===== config.mk =====
export PLATFORM = sky130hd
export DESIGN_NAME = cfg_status_override
export DESIGN_NICKNAME = d
export VERILOG_FILES = /design/src/cfg_override_pkg.sv /design/src/cfg_status_override.sv
export VERILOG_INCLUDE_DIRS = /design/src
export SDC_FILE = /design/constraint.sdc
export NUM_CORES = 1
export LEC_CHECK = 0
export BUFFER_PORTS_ARGS = -buffer_cell sky130_fd_sc_hd__buf_2
export CAP_MARGIN = 40
export CORE_UTILIZATION = 41
export CTS_CLUSTER_DIAMETER = 200
export CTS_CLUSTER_SIZE = 24
export DETAILED_ROUTE_END_ITERATION = 16
export PLACE_DENSITY_LB_ADDON = 0.15
export SYNTH_ARGS = -nofsm -noshare
export SYNTH_HDL_FRONTEND = slang
export SYNTH_SLANG_ARGS = --single-unit

===== constraint.sdc =====
create_clock -name clk -period 1.68 [get_ports clk]
set_input_delay 0.168 -clock clk [delete_from_list [all_inputs] [get_ports clk]]
set_output_delay 0.168 -clock clk [all_outputs]
set_load 0.05 [all_outputs]

===== src/cfg_override_consts.svh =====
// Offsets, field positions and reset values for the override block
`ifndef CFG_OVERRIDE_CONSTS_SVH
`define CFG_OVERRIDE_CONSTS_SVH
`define REG_CTRL       4'h0
`define REG_STATUS     4'h4
`define REG_IRQ_STAT   4'h8
`define REG_IRQ_MASK   4'hC
`define CTRL_BIT_INIT_EN   0
`define CTRL_BIT_OE_EN     1
`define CTRL_BIT_CLR_EN    2
`define CTRL_BIT_CFG_START 3
`define CTRL_BIT_CFG_END   4
`define CTRL_BIT_BUSY      5
`define CTRL_RESET     8'h00
`define EVT_INIT_RISE  0
`define EVT_OE_FALL    1
`define EVT_CLR_FALL   2
`define EVT_STROBE     3
`define EVT_W          4
`endif


===== src/cfg_override_pkg.sv =====
// Types for the override block
package cfg_override_pkg;
  typedef enum logic [1:0] {PH_IDLE, PH_CONFIG, PH_USER} phase_e;
  typedef struct packed {
    logic       dataOut;
    logic       dataOe;
  } pin_drive_s;
endpackage


===== src/cfg_status_override.sv =====
// Configuration status pins and global override logic
// Notes on behaviour
// - After read strobe pulse, ready flag is driven on top parallel data bit.
// - Init-complete flag driven low during configuration when option enabled.
// - Init-complete flag released before configuration and after initialization.
// - Output-enable override low tri-states all I/O; high leaves design control.
// - Register-clear override low clears all registers; high leaves design control.
// - Overrides and init flag act only when enabled as options.
// - Ready flag high when another byte accepted, low otherwise.
// - Host drives read strobe low to request ready flag; ties high if unused.
//
// Design decisions made here: the register offsets and register access over Wishbone.
`include "cfg_override_consts.svh"
`timescale 1ns/1ps
`default_nettype none
module cfg_status_override
  import cfg_override_pkg::*;
(
  // Clock and reset
  input  wire logic        clk,
  input  wire logic        sys_rst,
  // Wishbone slave
  input  wire logic        wb_cyc_i,
  input  wire logic        wb_stb_i,
  input  wire logic        wb_we_i,
  input  wire logic [3:0]  wb_adr_i,
  input  wire logic [3:0]  wb_sel_i,
  input  wire logic [31:0] wb_dat_i,
  output var  logic [31:0] wb_dat_o,
  output var  logic        wb_ack_o,
  // Pins from outside
  input  wire logic        readStrobeN,
  input  wire logic        globalOutputEnable,
  input  wire logic        globalRegisterClearN,
  // Top parallel data bit and init flag pins
  output var  logic        topDataOut,
  output var  logic        topDataOe,
  output var  logic        initDoneOut,
  output var  logic        initDoneOe,
  // Overrides toward the user logic
  output var  logic        ioTristateAll,
  output var  logic        regClearAll,
  // Interrupt
  output var  logic        irq
);
  // --------------------------------------------------------------
  // Pin synchronisers
  // --------------------------------------------------------------
  logic [2:0] syncA_r;
  logic [2:0] syncB_r;
  logic       strobeNPrev_r;
  logic       oePrev_r;
  logic       clrPrev_r;
  always_ff @(posedge clk or posedge sys_rst) begin
    if (sys_rst) begin
      syncA_r <= 3'h7;
      syncB_r <= 3'h7;
    end else begin
      syncA_r <= {globalRegisterClearN, globalOutputEnable, readStrobeN};
      syncB_r <= syncA_r;
    end
  end
  wire strobeN = syncB_r[0];
  wire oeSync  = syncB_r[1];
  wire clrNSync = syncB_r[2];

  // --------------------------------------------------------------
  // Registers
  // --------------------------------------------------------------
  logic [7:0] ctrl_r;
  logic [4:0] irqStat_r;
  logic [4:0] irqMask_r;
  phase_e     phase_r;
  phase_e     phase_nxt;
  logic       rdyShown_r;

  wire access   = wb_cyc_i & wb_stb_i & ~wb_ack_o;
  wire wrAccess = access & wb_we_i & wb_sel_i[0];
  wire selCtrl  = (wb_adr_i == `REG_CTRL);
  wire selStat  = (wb_adr_i == `REG_STATUS);
  wire selIrqS  = (wb_adr_i == `REG_IRQ_STAT);
  wire selIrqM  = (wb_adr_i == `REG_IRQ_MASK);
  wire wrCtrl   = wrAccess & selCtrl;
  wire wrIrqS   = wrAccess & selIrqS;
  wire wrIrqM   = wrAccess & selIrqM;

  wire initEn   = ctrl_r[`CTRL_BIT_INIT_EN];
  wire oeEn     = ctrl_r[`CTRL_BIT_OE_EN];
  wire clrEn    = ctrl_r[`CTRL_BIT_CLR_EN];
  wire busy     = ctrl_r[`CTRL_BIT_BUSY];
  wire cfgStart = wrCtrl & wb_dat_i[`CTRL_BIT_CFG_START];
  wire cfgEnd   = wrCtrl & wb_dat_i[`CTRL_BIT_CFG_END];

  // Ready flag: high when another byte can be accepted
  wire readyFlag   = (phase_r == PH_CONFIG) & ~busy;
  // Strobe low requests the ready flag on the top data bit
  wire strobeFall  = strobeNPrev_r & ~strobeN;
  wire initRise    = (phase_nxt == PH_USER) & (phase_r == PH_CONFIG);
  wire oeFall      = oePrev_r & ~oeSync;
  wire clrFall     = clrPrev_r & ~clrNSync;
  wire [4:0] evt;
  assign evt[`EVT_INIT_RISE] = initRise;
  assign evt[`EVT_OE_FALL]   = oeFall & oeEn;
  assign evt[`EVT_CLR_FALL]  = clrFall & clrEn;
  assign evt[`EVT_STROBE]    = strobeFall;
  assign evt[`EVT_W - 0]     = 1'b0;
  wire [4:0] irqStatNxt = (irqStat_r & ~({5{wrIrqS}} & wb_dat_i[4:0])) | evt;

  always_comb begin
    phase_nxt = phase_r;
    unique case (phase_r)
      PH_IDLE:   if (cfgStart) phase_nxt = PH_CONFIG;
      PH_CONFIG: if (cfgEnd) phase_nxt = PH_USER;
      PH_USER:   if (cfgStart) phase_nxt = PH_CONFIG;
      default:   phase_nxt = PH_IDLE;
    endcase
  end

  // --------------------------------------------------------------
  // Read mux
  // --------------------------------------------------------------
  wire [31:0] statWord = {25'h0, clrNSync, oeSync, readyFlag,
                          rdyShown_r, phase_r == PH_USER,
                          phase_r == PH_CONFIG, ~strobeN};
  wire [31:0] rdData = selCtrl ? {24'h0, ctrl_r} :
                       selStat ? statWord :
                       selIrqS ? {27'h0, irqStat_r} :
                       selIrqM ? {27'h0, irqMask_r} : 32'h0;

  // --------------------------------------------------------------
  // Control register
  // --------------------------------------------------------------
  wire [7:0] ctrl_nxt = {2'h0, wb_dat_i[5], 2'h0, wb_dat_i[2:0]};
  always_ff @(posedge clk or posedge sys_rst) begin
    if (sys_rst) begin
      ctrl_r <= `CTRL_RESET;
    end else if (wrCtrl) begin
      ctrl_r <= ctrl_nxt;
    end
  end

  // --------------------------------------------------------------
  // Interrupt mask
  // --------------------------------------------------------------
  always_ff @(posedge clk or posedge sys_rst) begin
    if (sys_rst) begin
      irqMask_r <= 5'h00;
    end else if (wrIrqM) begin
      irqMask_r <= wb_dat_i[4:0];
    end
  end

  // --------------------------------------------------------------
  // Interrupt status, set wins over clear
  // --------------------------------------------------------------
  always_ff @(posedge clk or posedge sys_rst) begin
    if (sys_rst) begin
      irqStat_r <= 5'h00;
    end else begin
      irqStat_r <= irqStatNxt;
    end
  end

  // --------------------------------------------------------------
  // Configuration phase
  // --------------------------------------------------------------
  always_ff @(posedge clk or posedge sys_rst) begin
    if (sys_rst) begin
      phase_r <= PH_IDLE;
    end else begin
      phase_r <= phase_nxt;
    end
  end

  // --------------------------------------------------------------
  // Strobe edge detector
  // --------------------------------------------------------------
  always_ff @(posedge clk or posedge sys_rst) begin
    if (sys_rst) begin
      strobeNPrev_r <= 1'h1;
    end else begin
      strobeNPrev_r <= strobeN;
    end
  end

  // --------------------------------------------------------------
  // Output-enable pin edge detector
  // --------------------------------------------------------------
  always_ff @(posedge clk or posedge sys_rst) begin
    if (sys_rst) begin
      oePrev_r <= 1'h1;
    end else begin
      oePrev_r <= oeSync;
    end
  end

  // --------------------------------------------------------------
  // Register-clear pin edge detector
  // --------------------------------------------------------------
  always_ff @(posedge clk or posedge sys_rst) begin
    if (sys_rst) begin
      clrPrev_r <= 1'h1;
    end else begin
      clrPrev_r <= clrNSync;
    end
  end

  // --------------------------------------------------------------
  // Bus acknowledge
  // --------------------------------------------------------------
  always_ff @(posedge clk or posedge sys_rst) begin
    if (sys_rst) begin
      wb_ack_o <= 1'h0;
    end else begin
      wb_ack_o <= access;
    end
  end

  // --------------------------------------------------------------
  // Read data
  // --------------------------------------------------------------
  always_ff @(posedge clk or posedge sys_rst) begin
    if (sys_rst) begin
      wb_dat_o <= 32'h0;
    end else begin
      wb_dat_o <= rdData;
    end
  end

  // --------------------------------------------------------------
  // Ready flag shown on the top bit
  // --------------------------------------------------------------
  always_ff @(posedge clk or posedge sys_rst) begin
    if (sys_rst) begin
      rdyShown_r <= 1'h0;
    end else if (strobeFall & (phase_r == PH_CONFIG)) begin
      rdyShown_r <= 1'h1;
    end else if (phase_r != PH_CONFIG) begin
      rdyShown_r <= 1'h0;
    end
  end

  // --------------------------------------------------------------
  // Top data bit value
  // --------------------------------------------------------------
  always_ff @(posedge clk or posedge sys_rst) begin
    if (sys_rst) begin
      topDataOut <= 1'h0;
    end else begin
      topDataOut <= readyFlag;
    end
  end

  // --------------------------------------------------------------
  // Top data bit drive enable
  // --------------------------------------------------------------
  always_ff @(posedge clk or posedge sys_rst) begin
    if (sys_rst) begin
      topDataOe <= 1'h0;
    end else begin
      topDataOe <= rdyShown_r & (phase_r == PH_CONFIG);
    end
  end

  // --------------------------------------------------------------
  // Init flag level, low whenever driven
  // --------------------------------------------------------------
  always_ff @(posedge clk or posedge sys_rst) begin
    if (sys_rst) begin
      initDoneOut <= 1'h0;
    end else begin
      initDoneOut <= 1'h0;
    end
  end

  // --------------------------------------------------------------
  // Init flag drive, released outside configuration
  // --------------------------------------------------------------
  always_ff @(posedge clk or posedge sys_rst) begin
    if (sys_rst) begin
      initDoneOe <= 1'h0;
    end else begin
      initDoneOe <= initEn & (phase_nxt == PH_CONFIG);
    end
  end

  // --------------------------------------------------------------
  // Output-enable override
  // --------------------------------------------------------------
  always_ff @(posedge clk or posedge sys_rst) begin
    if (sys_rst) begin
      ioTristateAll <= 1'h0;
    end else begin
      ioTristateAll <= oeEn & ~oeSync;
    end
  end

  // --------------------------------------------------------------
  // Register-clear override
  // --------------------------------------------------------------
  always_ff @(posedge clk or posedge sys_rst) begin
    if (sys_rst) begin
      regClearAll <= 1'h0;
    end else begin
      regClearAll <= clrEn & ~clrNSync;
    end
  end

  // --------------------------------------------------------------
  // Interrupt output
  // --------------------------------------------------------------
  always_ff @(posedge clk or posedge sys_rst) begin
    if (sys_rst) begin
      irq <= 1'h0;
    end else begin
      irq <= |(irqStatNxt & irqMask_r);
    end
  end
endmodule
`default_nettype wire


==> impl_results.md, run 1 <==
- Cell count after synthesis: 156
- XOR/XNOR Fraction of Synth Area: 0%
- R2r setup slk: 0.03 ns
- First-pass GRT wire length: 5650 µm
- Post-synth ARST share: 100%
- Clk_lat worst skew: 0.29 ns
- Count of pins over their slew limit: 0
- GR Overflow Total: 0
- Post-Route WL: 3440 µm
- GRT Overall Usage: 15.0%
- Startpoint types: flip-flop
- Max cap viols: 0
- Required time of the critical path: 1.85 ns
- Yosys reg bits: 40
- Tcrit/Tclk final: 98.3%
- CTS H-tree depth: 2
- Post-synth EDFFs: 0
- Sw frac: 28.6%
- CP Capture Type: flip-flop
- Endpoints failing hold: 17
- Int Power: 1560 µW
- Number of routed nets with antenna violations: 0
- Library cells used by synthesis: 40
- Register Area: 1010 µm²
- IO Port Bufs: 32
- Failing checks: hold timing
- Compound-cell area share of the yosys netlist: 9.71%
- Hpwl dp: 2490 µm
- Synth top area cells: dfrtp_1 (42%), dfstp_2 (13%), buf_4 (11%), mux2_2 (6.1%), nor2b_1 (3.1%)
- I/O pin cnt: 88
- Synth warn: 0
- Largest area contributor in the netlist: dfrtp_1
- Row Count: 24
- TritonCTS clock tree: built
- Initial DRC count: 44
- Clock transition at path regs: 0.08 ns
- Min Tclk post-route: 1.65 ns
- Largest net degree at the start of global routing: 41
- Sink Count: 40
- Main combinational cell family by area after synthesis: simple AND/OR/NAND/NOR gates
- FMAX: 0.606 GHz
- Commonest cells in the netlist: dfrtp_1 (31), buf_4 (27), mux2_2 (10)
- Fillcell total: 389
- Most frequent cell after synthesis: dfrtp_1
- Worst min-delay path category: in2async
- CP Data Arrival Time: 1.82 ns
- Comb power frac: 16.6%
- P_sw: 625 µW
- Clock root buffer: clkbuf_8
- Lkg Pwr: 0.00112 µW
- Die Wd: 69.0 µm
- Hold slack: -0.0146 ns
- Sequential share of power: 48.3%
- Wire per inst: 13.1 µm
- PD cells: 982 nW/µm²
- Die Span Y: 69.0 µm
- Num CTS Buffers: 5
- Post-Synth Adder-Cell Area: 0%
- Drt pass-1 iters: 5
- Initial antenna violation count: 0
- Synth Area per Inst: 11.8 µm²
- Post-Syn Area: 1840 µm²
- Clk buf depth: 2
- RSZ-0062 raised after global routing: true
- Multi-input logic area: 703 µm²
- Final nets: 257
- Final Skew: 0.00835 ns
- CP Class: reg2reg
- Proportion of layout cells with a drive suffix above 1: 39.0%
- # setup viols final: 0
- Synth top area share: 42.1%
- Avg Vias per Cell: 4.85
- Multiplexer area fraction after synthesis: 7.88%
- Area post-placement: 2050 µm²
- Primary FF master, synth: dfrtp_1
- Crit path max fanout: 4
- Area Growth Syn to Fin: 20.8%
- Clk network pwr share: 35.1%
- Core Area: 4320 µm²
- Seq/Total Area, Yosys: 54.9%
- Via count: 1270
- Gpl congestion: 0.816
- Initial core utilization: 42.6%
- Status: complete, but fails checks
- DIE AREA: 4770 µm²
- Diode count: 0
- Simple-gate portion of the synthesized area: 14.6%
- Finished layout cell area: 2230 µm²
- Max VDD drop: 426 µV
- Vias in the first global route: 1201
- DRC viols: 0
[kinds of logic after synthesis]
| family | Yosys count |
|---|---|
| other | 1 |
| buffers and inverters | 35 |
| AO/OA/AOI/OAI | 24 |
| AND/OR/NAND/NOR | 44 |
| flip-flops | 40 |
| multiplexers | 12 |
[cell usage in the layout (no fill, tap or decap), types with 2 or more instances in the layout]
cell	instances
buf_2	32
dfrtp_1	30
conb_1	26
buf_4	14
mux2_2	10
nor2b_1	9
dfstp_2	9
nor2_1	8
nand2_1	7
inv_1	5
clkbuf_8	5
a211oi_1	4
nand2b_1	3
a21oi_1	3
o21ai_0	3
dlygate4sd3_1	3
nand3_1	2
nand3b_1	2
a21o_1	2
nor3_1	2
a22oi_1	2
a32o_1	2
and2_1	2
buf_6	2
[path summary, 6_finish.rpt]
| path | startpoint | endpoint | cells after the start |
|---|---|---|---|
| max | wb_ack_o | irq | 5 |
| min | sys_rst | wb_dat_o[1] | 3 |
| max reg2reg | wb_ack_o | irq | 5 |
| min reg2reg | syncA_r[2] | syncB_r[2] | 0 |
| max in group asynchronous | sys_rst | wb_ack_o | 3 |
| min in group clk | wb_dat_i[5] | ctrl_r[5] | 2 |
[registers in the layout, summed over array words and instances (netlist names), 2 cells and up]
| register | count |
|---|---|
| syncB_r | 3 |
| syncA_r | 3 |
| phase_r | 2 |
| irqStat_r | 5 |
| wb_dat_o | 7 |
| irqMask_r | 5 |
| ctrl_r | 4 |
[routing by layer]
layer	GRT usage (%)	vias to the layer above	routed length (µm)
li1	-	591	-
met1	18.5	627	1510
met2	25.4	46	1700
met3	4.09	6	180
met4	5.44	0	47
met5	0	-	0
[layout make-up]
type                    instances  area share (%)
clock buffers                   6            3.26
well taps                      52            2.92
clock inverters                 2            1.57
repair buffers                 51            14.3
flip-flops and latches         40            45.5
inverters                       5           0.843
multi-input cells             106            31.6
[metrics by stage]
stage	power (µW)	cells	TNS (ns)	worst slack (ns)	utilization [%]
CTS	2200	258	0	0.00685	50.6
global placement	1420	247	-0.0482	-0.0482	47.3
detailed placement	1430	247	-0.0559	-0.0257	47.3
finish	2190	262	0	0.0290	51.5
global route	2270	262	-0.0654	-0.0274	51.5
floorplan	1390	181	-0.940	-0.207	-
[repair_timing]
action	4_1_cts	5_1_grt
resized for setup	1	3
setup endpoints to repair	5	6
setup buffers	0	4
pin swaps	1	5
endpoints found under the hold margin	3	0
cloned	0	0
hold buffers	3	0
[critical path, cell delays in order (launching register included)]
cell,delay [ns]
dfrtp_2,0.40
nand3b_1,0.21
buf_6,0.16
nor3_4,0.25
o211ai_2,0.13
a2111o_1,0.38
[power groups by stage]
stage               Combinational (µW)  Clock [µW]  Sequential, µW
floorplan                          281           0            1110
global placement                   349           0            1070
detailed placement                 354           0            1070
CTS                                360         781            1050
global route                       385         827            1060
finish                             363         768            1060
No activity file was read; power rests on OpenSTA's default activity.
==> run 2: changes to the inputs <==
--- a/config.mk
+++ b/config.mk
@@ -8,6 +8,7 @@
 export LEC_CHECK = 0
 export BUFFER_PORTS_ARGS = -buffer_cell sky130_fd_sc_hd__buf_2
 export CAP_MARGIN = 40
+export CORE_ASPECT_RATIO = 1.25
 export CORE_UTILIZATION = 41
 export CTS_CLUSTER_DIAMETER = 200
 export CTS_CLUSTER_SIZE = 24
==> run 2 against run 1 <==
Against the previous run: the flow finishes with violations (setup timing); flip-flop and latch count is the same; total power shrank 4.1%; hold slack gained 0.12 ns.
==> impl_results.md, run 2 (synthesis results as in run 1) <==
- Sink Count: 40 (unchanged)
- TritonCTS clock tree: built (unchanged)
- DRC viols: 0 (unchanged)
- Slowest stage delay, CP: 0.51 ns (was 0.40 ns)
- First-pass GRT wire length: 5910 µm (was 5650 µm)
- Worst R2R Path Depth: 5 (unchanged)
- Drt pass-1 iters: 4 (was 5)
- P_sw: 637 µW (was 625 µW)
- CP Capture Type: flip-flop (unchanged)
- Fillcell total: 372 (was 389)
- CP Class: reg2reg (unchanged)
- Clk_lat worst skew: 0.29 ns (about the same)
- Tcrit/Tclk final: 100% (was 98.3%)
- Startpoint types: flip-flop (unchanged)
- Largest net degree at the start of global routing: 41 (unchanged)
- Count of pins over their slew limit: 0 (unchanged)
- GR Overflow Total: 0 (unchanged)
- Sequential share of power: 50.3% (was 48.3%)
- Initial DRC count: 37 (was 44)
- Number of routed nets with antenna violations: 0 (unchanged)
- Max cap viols: 0 (unchanged)
- Clock transition at path regs: 0.08 ns (about the same)
- Slowest cell on crit path: or4b_4 (was dfrtp_2)
- Max VDD drop: 577 µV (was 426 µV)
- Num CTS Buffers: 5 (unchanged)
- Critical Path Sink: initDoneOe (was irq)
- Initial core utilization: 43.9% (was 42.6%)
- Worst min-delay path category: in2reg (was in2async)
- Top flop regs: wb_dat_o x7, irqMask_r x5, irqStat_r x5 (unchanged)
- Failing checks: setup timing (was hold timing)
- Sw frac: 30.4% (was 28.6%)
- Most frequent cells in the layout: buf_2 (32), dfrtp_1 (30), conb_1 (26) (unchanged)
- R2r setup slk: -0.008 ns (was 0.03 ns)
- Reg2reg end: initDoneOe (was irq)
- Setup ws final: -0.00837 ns (was 0.0290 ns)
- DIE AREA: 4770 µm² (about the same)
- R2R Path Start: wb_ack_o (unchanged)
- Biggest register: wb_dat_o (unchanged)
- Post-Route WL: 3660 µm (was 3440 µm)
- Wire per inst: 13.8 µm (was 13.1 µm)
- Clk network pwr share: 32.2% (was 35.1%)
- Hpwl dp: 2600 µm (was 2490 µm)
- Crit-path cells: nand3b_1 -> buf_6 -> or4b_4 -> a32o_2 -> and2_1 (was nand3b_1 -> buf_6 -> nor3_4 -> o211ai_2 -> a2111o_1)
- Final Skew: 0.00712 ns (was 0.00835 ns)
- Status: complete, but fails checks (unchanged)
- RSZ-0062 raised after global routing: true (unchanged)
- CP Launch Point: wb_ack_o (unchanged)
- I/O pin cnt: 88 (unchanged)
- # setup viols final: 1 (was 0)
- Required time of the critical path: 1.87 ns (was 1.85 ns)
- PD cells: 941 nW/µm² (was 982 nW/µm²)
- Dpl ws: -0.0348 ns (was -0.0257 ns)
- Area Growth Syn to Fin: 20.8% (about the same)
- Avg Vias per Cell: 4.69 (was 4.85)
- Total Power: 2100 µW (was 2190 µW)
- Die Wd: 62.0 µm (was 69.0 µm)
- Min Tclk post-route: 1.69 ns (was 1.65 ns)
- Final nets: 256 (was 257)
- Clock root buffer: clkbuf_8 (unchanged)
- Lkg Pwr: 0.00113 µW (was 0.00112 µW)
- Via count: 1242 (was 1270)
- GRT Overall Usage: 17.4% (was 15.0%)
- Vias in the first global route: 1193 (was 1201)
- Clk buf depth: 2 (unchanged)
- Final setup TNS: -0.00837 ns (was 0 ns)
- Comb power frac: 17.5% (was 16.6%)
- Row Count: 26 (was 24)
- IO Port Bufs: 32 (unchanged)
- Hold slack: 0.103 ns (was -0.0146 ns)
- FMAX: 0.592 GHz (was 0.606 GHz)
- CP Data Arrival Time: 1.87 ns (was 1.82 ns)
- CTS H-tree depth: 2 (unchanged)
- Most common cell after layout, fill and taps aside: buf_2 (unchanged)
- Max reg flops: 7 (unchanged)
- Gpl congestion: 0.777 (was 0.816)
- Int Power: 1460 µW (was 1560 µW)
- Proportion of layout cells with a drive suffix above 1: 39.2% (was 39.0%)
- Diode count: 0 (unchanged)
- Initial antenna violation count: 0 (unchanged)
- Endpoints failing hold: 0 (was 17)
- Crit path max fanout: 5 (was 4)
- Die Span Y: 77.0 µm (was 69.0 µm)
- Core Area: 4200 µm² (was 4320 µm²)
run 2: critical path, delay by kind of cell (launching register included):
kind | cells | cell delay [ns]
and+or+nand+nor | 3 | 0.80
DFF | 1 | 0.39
AOI/OAI and AO/OA | 1 | 0.24
buffers and inverters | 1 | 0.15
run 2: power groups by stage:
stage	Combinational (µW)	Clock [µW]	Sequential, µW
6_report	368	674	1050
5_1_grt	395	747	1060
4_1_cts	364	705	1050
3_5_place_dp	355	0	1070
3_3_place_gp	348	0	1070
2_1_floorplan	281	0	1110
run 2: worst min-delay path by stage:
| stage | end | cells after the start | slack (ns) | start |
|---|---|---|---|---|
| finish | ctrl_r[5] | 2 | 0.10 | wb_dat_i[5] |
| global route | ctrl_r[5] | 2 | 0.1 | wb_dat_i[5] |
| CTS | ctrl_r[5] | 2 | 0.09 | wb_dat_i[5] |
| detailed placement | syncA_r[1] | 1 | 0.27 | globalOutputEnable |
| global placement | syncA_r[2] | 1 | 0.27 | globalRegisterClearN |
| floorplan | syncA_r[0] | 0 | 0.17 | readStrobeN |
run 2: repair_timing:
action / in CTS / in global routing
setup buffers: 0 / 1
endpoints found under the hold margin: 28 / 0
hold buffers: 4 / 0
endpoints found under the setup margin: 4 / 5
pin swaps: 3 / 1
resized for setup: 2 / 5
run 2: routing by layer:
layer | vias to the layer above | global-route usage, % | share of wire (%)
met5 | - | 0 | 0
met4 | 0 | 8.22 | 2.4
met3 | 7 | 5.73 | 4.6
met2 | 39 | 26.1 | 52
met1 | 612 | 22.1 | 41
li1 | 584 | - | -
run 2: area by class of cell:
class	instances	area, µm²	share of cell area, %
sequential	40	1010	45.5
multi-input combinational	106	716	32.1
timing repair buffer	50	313	14.0
clock buffer	6	82.6	3.71
tap	56	70.1	3.15
inverter	5	18.8	0.843
clock inverter	2	13.8	0.618
run 2: metrics by stage:
step | area, µm² | utilization, % | std cells
6_report | 2230 | 53.1 | 265
5_1_grt | 2230 | 53.1 | 265
4_1_cts | 2200 | 52.5 | 264
3_5_place_dp | 2060 | 49.1 | 252
3_3_place_gp | 2060 | 49.1 | 252
2_1_floorplan | 1950 | - | 181
==> run 3: changes to the inputs <==
--- a/config.mk
+++ b/config.mk
@@ -13,7 +13,7 @@
 export CTS_CLUSTER_DIAMETER = 200
 export CTS_CLUSTER_SIZE = 24
 export DETAILED_ROUTE_END_ITERATION = 16
-export PLACE_DENSITY_LB_ADDON = 0.15
+export PLACE_DENSITY = 0.82
 export SYNTH_ARGS = -nofsm -noshare
 export SYNTH_HDL_FRONTEND = slang
 export SYNTH_SLANG_ARGS = --single-unit
==> run 3 against run 2 <==
Against the previous run: the flow still finishes with violations (setup timing); cell area is 0.45% higher; via count shrank 3.4%; register-to-register slack about the same; total power down 1.1%; sequential share of layout area is 0.20 points lower; largest cell class unchanged; setup slack got worse by 0.0043 ns; clock power down 4.0%; clock skew down 0.0031 ns; count of clock-buffer cells in the layout increased by 1; flip-flop and latch count is the same.
==> impl_results.md, run 3 (synthesis results as in run 1) <==
- Drt pass-1 iters: 3 (was 4)
- Number of routed nets with antenna violations: 0 (unchanged)
- Area post-placement: 2040 µm² (was 2060 µm²)
- IO Port Bufs: 32 (unchanged)
- Delay-heaviest family, CP: simple AND/OR/NAND/NOR gates (unchanged)
- Failing checks: setup timing (unchanged)
- Clock transition at path regs: 0.07 ns (was 0.08 ns)
- GR Overflow Total: 0 (unchanged)
- Diode count: 0 (unchanged)
- Startpoint types: flip-flop (unchanged)
- CP Launch Point: wb_ack_o (unchanged)
- Multi-input logic area: 724 µm² (was 716 µm²)
- Min Tclk post-route: 1.69 ns (about the same)
- Proportion of layout cells with a drive suffix above 1: 37.8% (was 39.2%)
- Biggest register: wb_dat_o (unchanged)
- Register Area: 1010 µm² (unchanged)
- Lkg Pwr: 0.00112 µW (was 0.00113 µW)
- Die Wd: 62.0 µm (unchanged)
- Clk buf depth: 2 (unchanged)
- DIE AREA: 4770 µm² (unchanged)
- Num CTS Buffers: 5 (unchanged)
- Tcrit/Tclk final: 101% (was 100%)
- Initial core utilization: 43.9% (unchanged)
- Final nets: 256 (unchanged)
- CP Data Arrival Time: 1.88 ns (was 1.87 ns)
- DRC viols: 0 (unchanged)
- Crit path max fanout: 3 (was 5)
- Post-Route WL: 3240 µm (was 3660 µm)
- Most frequent cells in the layout: buf_2 (32), dfrtp_1 (30), conb_1 (26) (unchanged)
- # setup viols final: 2 (was 1)
- Vias in the first global route: 1236 (was 1193)
- Hpwl dp: 2370 µm (was 2600 µm)
- Count of pins over their slew limit: 0 (unchanged)
- I/O pin cnt: 88 (unchanged)
- Endpoints failing hold: 0 (unchanged)
- Initial antenna violation count: 0 (unchanged)
- CP Capture Type: flip-flop (unchanged)
- Row Count: 26 (unchanged)
- Clock root buffer: clkbuf_8 (unchanged)
- Largest net degree at the start of global routing: 41 (unchanged)
- Via count: 1200 (was 1242)
- CTS H-tree depth: 2 (unchanged)
- CP Class: reg2reg (unchanged)
- Setup ws final: -0.0127 ns (was -0.00837 ns)
- Initial DRC count: 22 (was 37)
- Clk_lat worst skew: 0.29 ns (about the same)
- Final Instance Count excl. Fillers: 265 (unchanged)
- Status: complete, but fails checks (unchanged)
- Sink Count: 40 (unchanged)
- Crit-path cells: nand3b_1 -> or4b_1 -> a32o_1 -> and2_1 (was nand3b_1 -> buf_6 -> or4b_4 -> a32o_2 -> and2_1)
- Top flop regs: wb_dat_o x7, irqMask_r x5, irqStat_r x5 (unchanged)
- TritonCTS clock tree: built (unchanged)
- Min-delay src: wb_dat_i[5] (unchanged)
- Slowest cell on crit path: or4b_1 (was or4b_4)
- RSZ-0062 raised after global routing: true (unchanged)
- Max reg flops: 7 (unchanged)
- Required time of the critical path: 1.86 ns (was 1.87 ns)
- First-pass GRT wire length: 5600 µm (was 5910 µm)
- Area Growth Syn to Fin: 21.4% (was 20.8%)
- PD cells: 926 nW/µm² (was 941 nW/µm²)
- Die Span Y: 77.0 µm (unchanged)
- Gpl congestion: 0.864 (was 0.777)
- Most common cell after layout, fill and taps aside: buf_2 (unchanged)
- Final setup TNS: -0.0203 ns (was -0.00837 ns)
- Fillcell total: 377 (was 372)
- GRT Overall Usage: 16.4% (was 17.4%)
- Slowest stage delay, CP: 0.59 ns (was 0.51 ns)
- Worst min-delay path category: in2reg (unchanged)
- Finished layout cell area: 2240 µm² (was 2230 µm²)
- Core Area: 4200 µm² (unchanged)
- Max cap viols: 0 (unchanged)
- R2R Path Start: wb_ack_o (unchanged)
- Buf/Inv on CP: 0 (was 1)
- Avg Vias per Cell: 4.53 (was 4.69)
- Final Skew: 0.00401 ns (was 0.00712 ns)
- Placed Cells: 250 (was 252)
- FMAX: 0.591 GHz (was 0.592 GHz)
- Wire per inst: 12.2 µm (was 13.8 µm)
- Max VDD drop: 395 µV (was 577 µV)
## run 3: what timing repair did
item,4_1_cts,5_1_grt
hold buffers,4,0
setup endpoints to repair,7,12
gates resized for setup,7,2
pin swaps,3,5
setup buffers,3,0
hold endpoints to repair,34,0
## run 3: worst reg2reg max path: cells and delay by family, from the launching register on
kind / cells / cell delay [ns]
AO/OA/AOI/OAI: 1 / 0.25
AND/OR/NAND/NOR: 3 / 0.95
flip-flops: 1 / 0.40
## run 3: path summary, 6_finish.rpt
check	slack, ns	cells past startpoint	to
hold / removal	0.10	2	ctrl_r[5]
setup reg to reg	-0.01	4	initDoneOe
max in group asynchronous	0.81	4	syncA_r[0]
min in group asynchronous	0.52	4	ctrl_r[5]
hold reg to reg	0.36	0	syncB_r[1]
setup / recovery	-0.01	4	initDoneOe
## run 3: where the power goes
| part | total (µW) | switching (µW) | leakage, µW | internal, µW |
|---|---|---|---|---|
| combinational | 370 | 266 | 0.000575 | 105 |
| clock | 647 | 314 | 0.0000445 | 333 |
| sequential | 1050 | 31.6 | 0.000504 | 1020 |
| total | 2070 | 611 | 0.00112 | 1460 |
## run 3: layout make-up
type | instances | area share (%)
multi-input combinational | 106 | 32.4
clock buffer | 7 | 3.86
inverter | 5 | 0.839
tap | 56 | 3.13
sequential | 40 | 45.3
timing repair buffer | 50 | 14.1
clock inverter | 1 | 0.336
## run 3: routing by layer
metal  GRT usage, %  routed length [µm]  up-vias
met5              0                   0        -
met3           4.89                 138        8
met2           25.6                1680       36
li1               -                   -      587
met4           9.56                  99        0
met1           19.0                1310      569
## run 3: per-stage QoR
stage	setup slack [ns]	hold slack (ns)	power (µW)	utilization [%]
5_1_grt	-0.0646	0.0922	2170	53.3
3_3_place_gp	-0.0909	0.274	1420	48.7
6_report	-0.0127	0.101	2070	53.3
3_5_place_dp	-0.122	0.274	1430	48.7
2_1_floorplan	-0.207	0.172	1390	-
4_1_cts	-0.0381	0.0961	2090	53.1
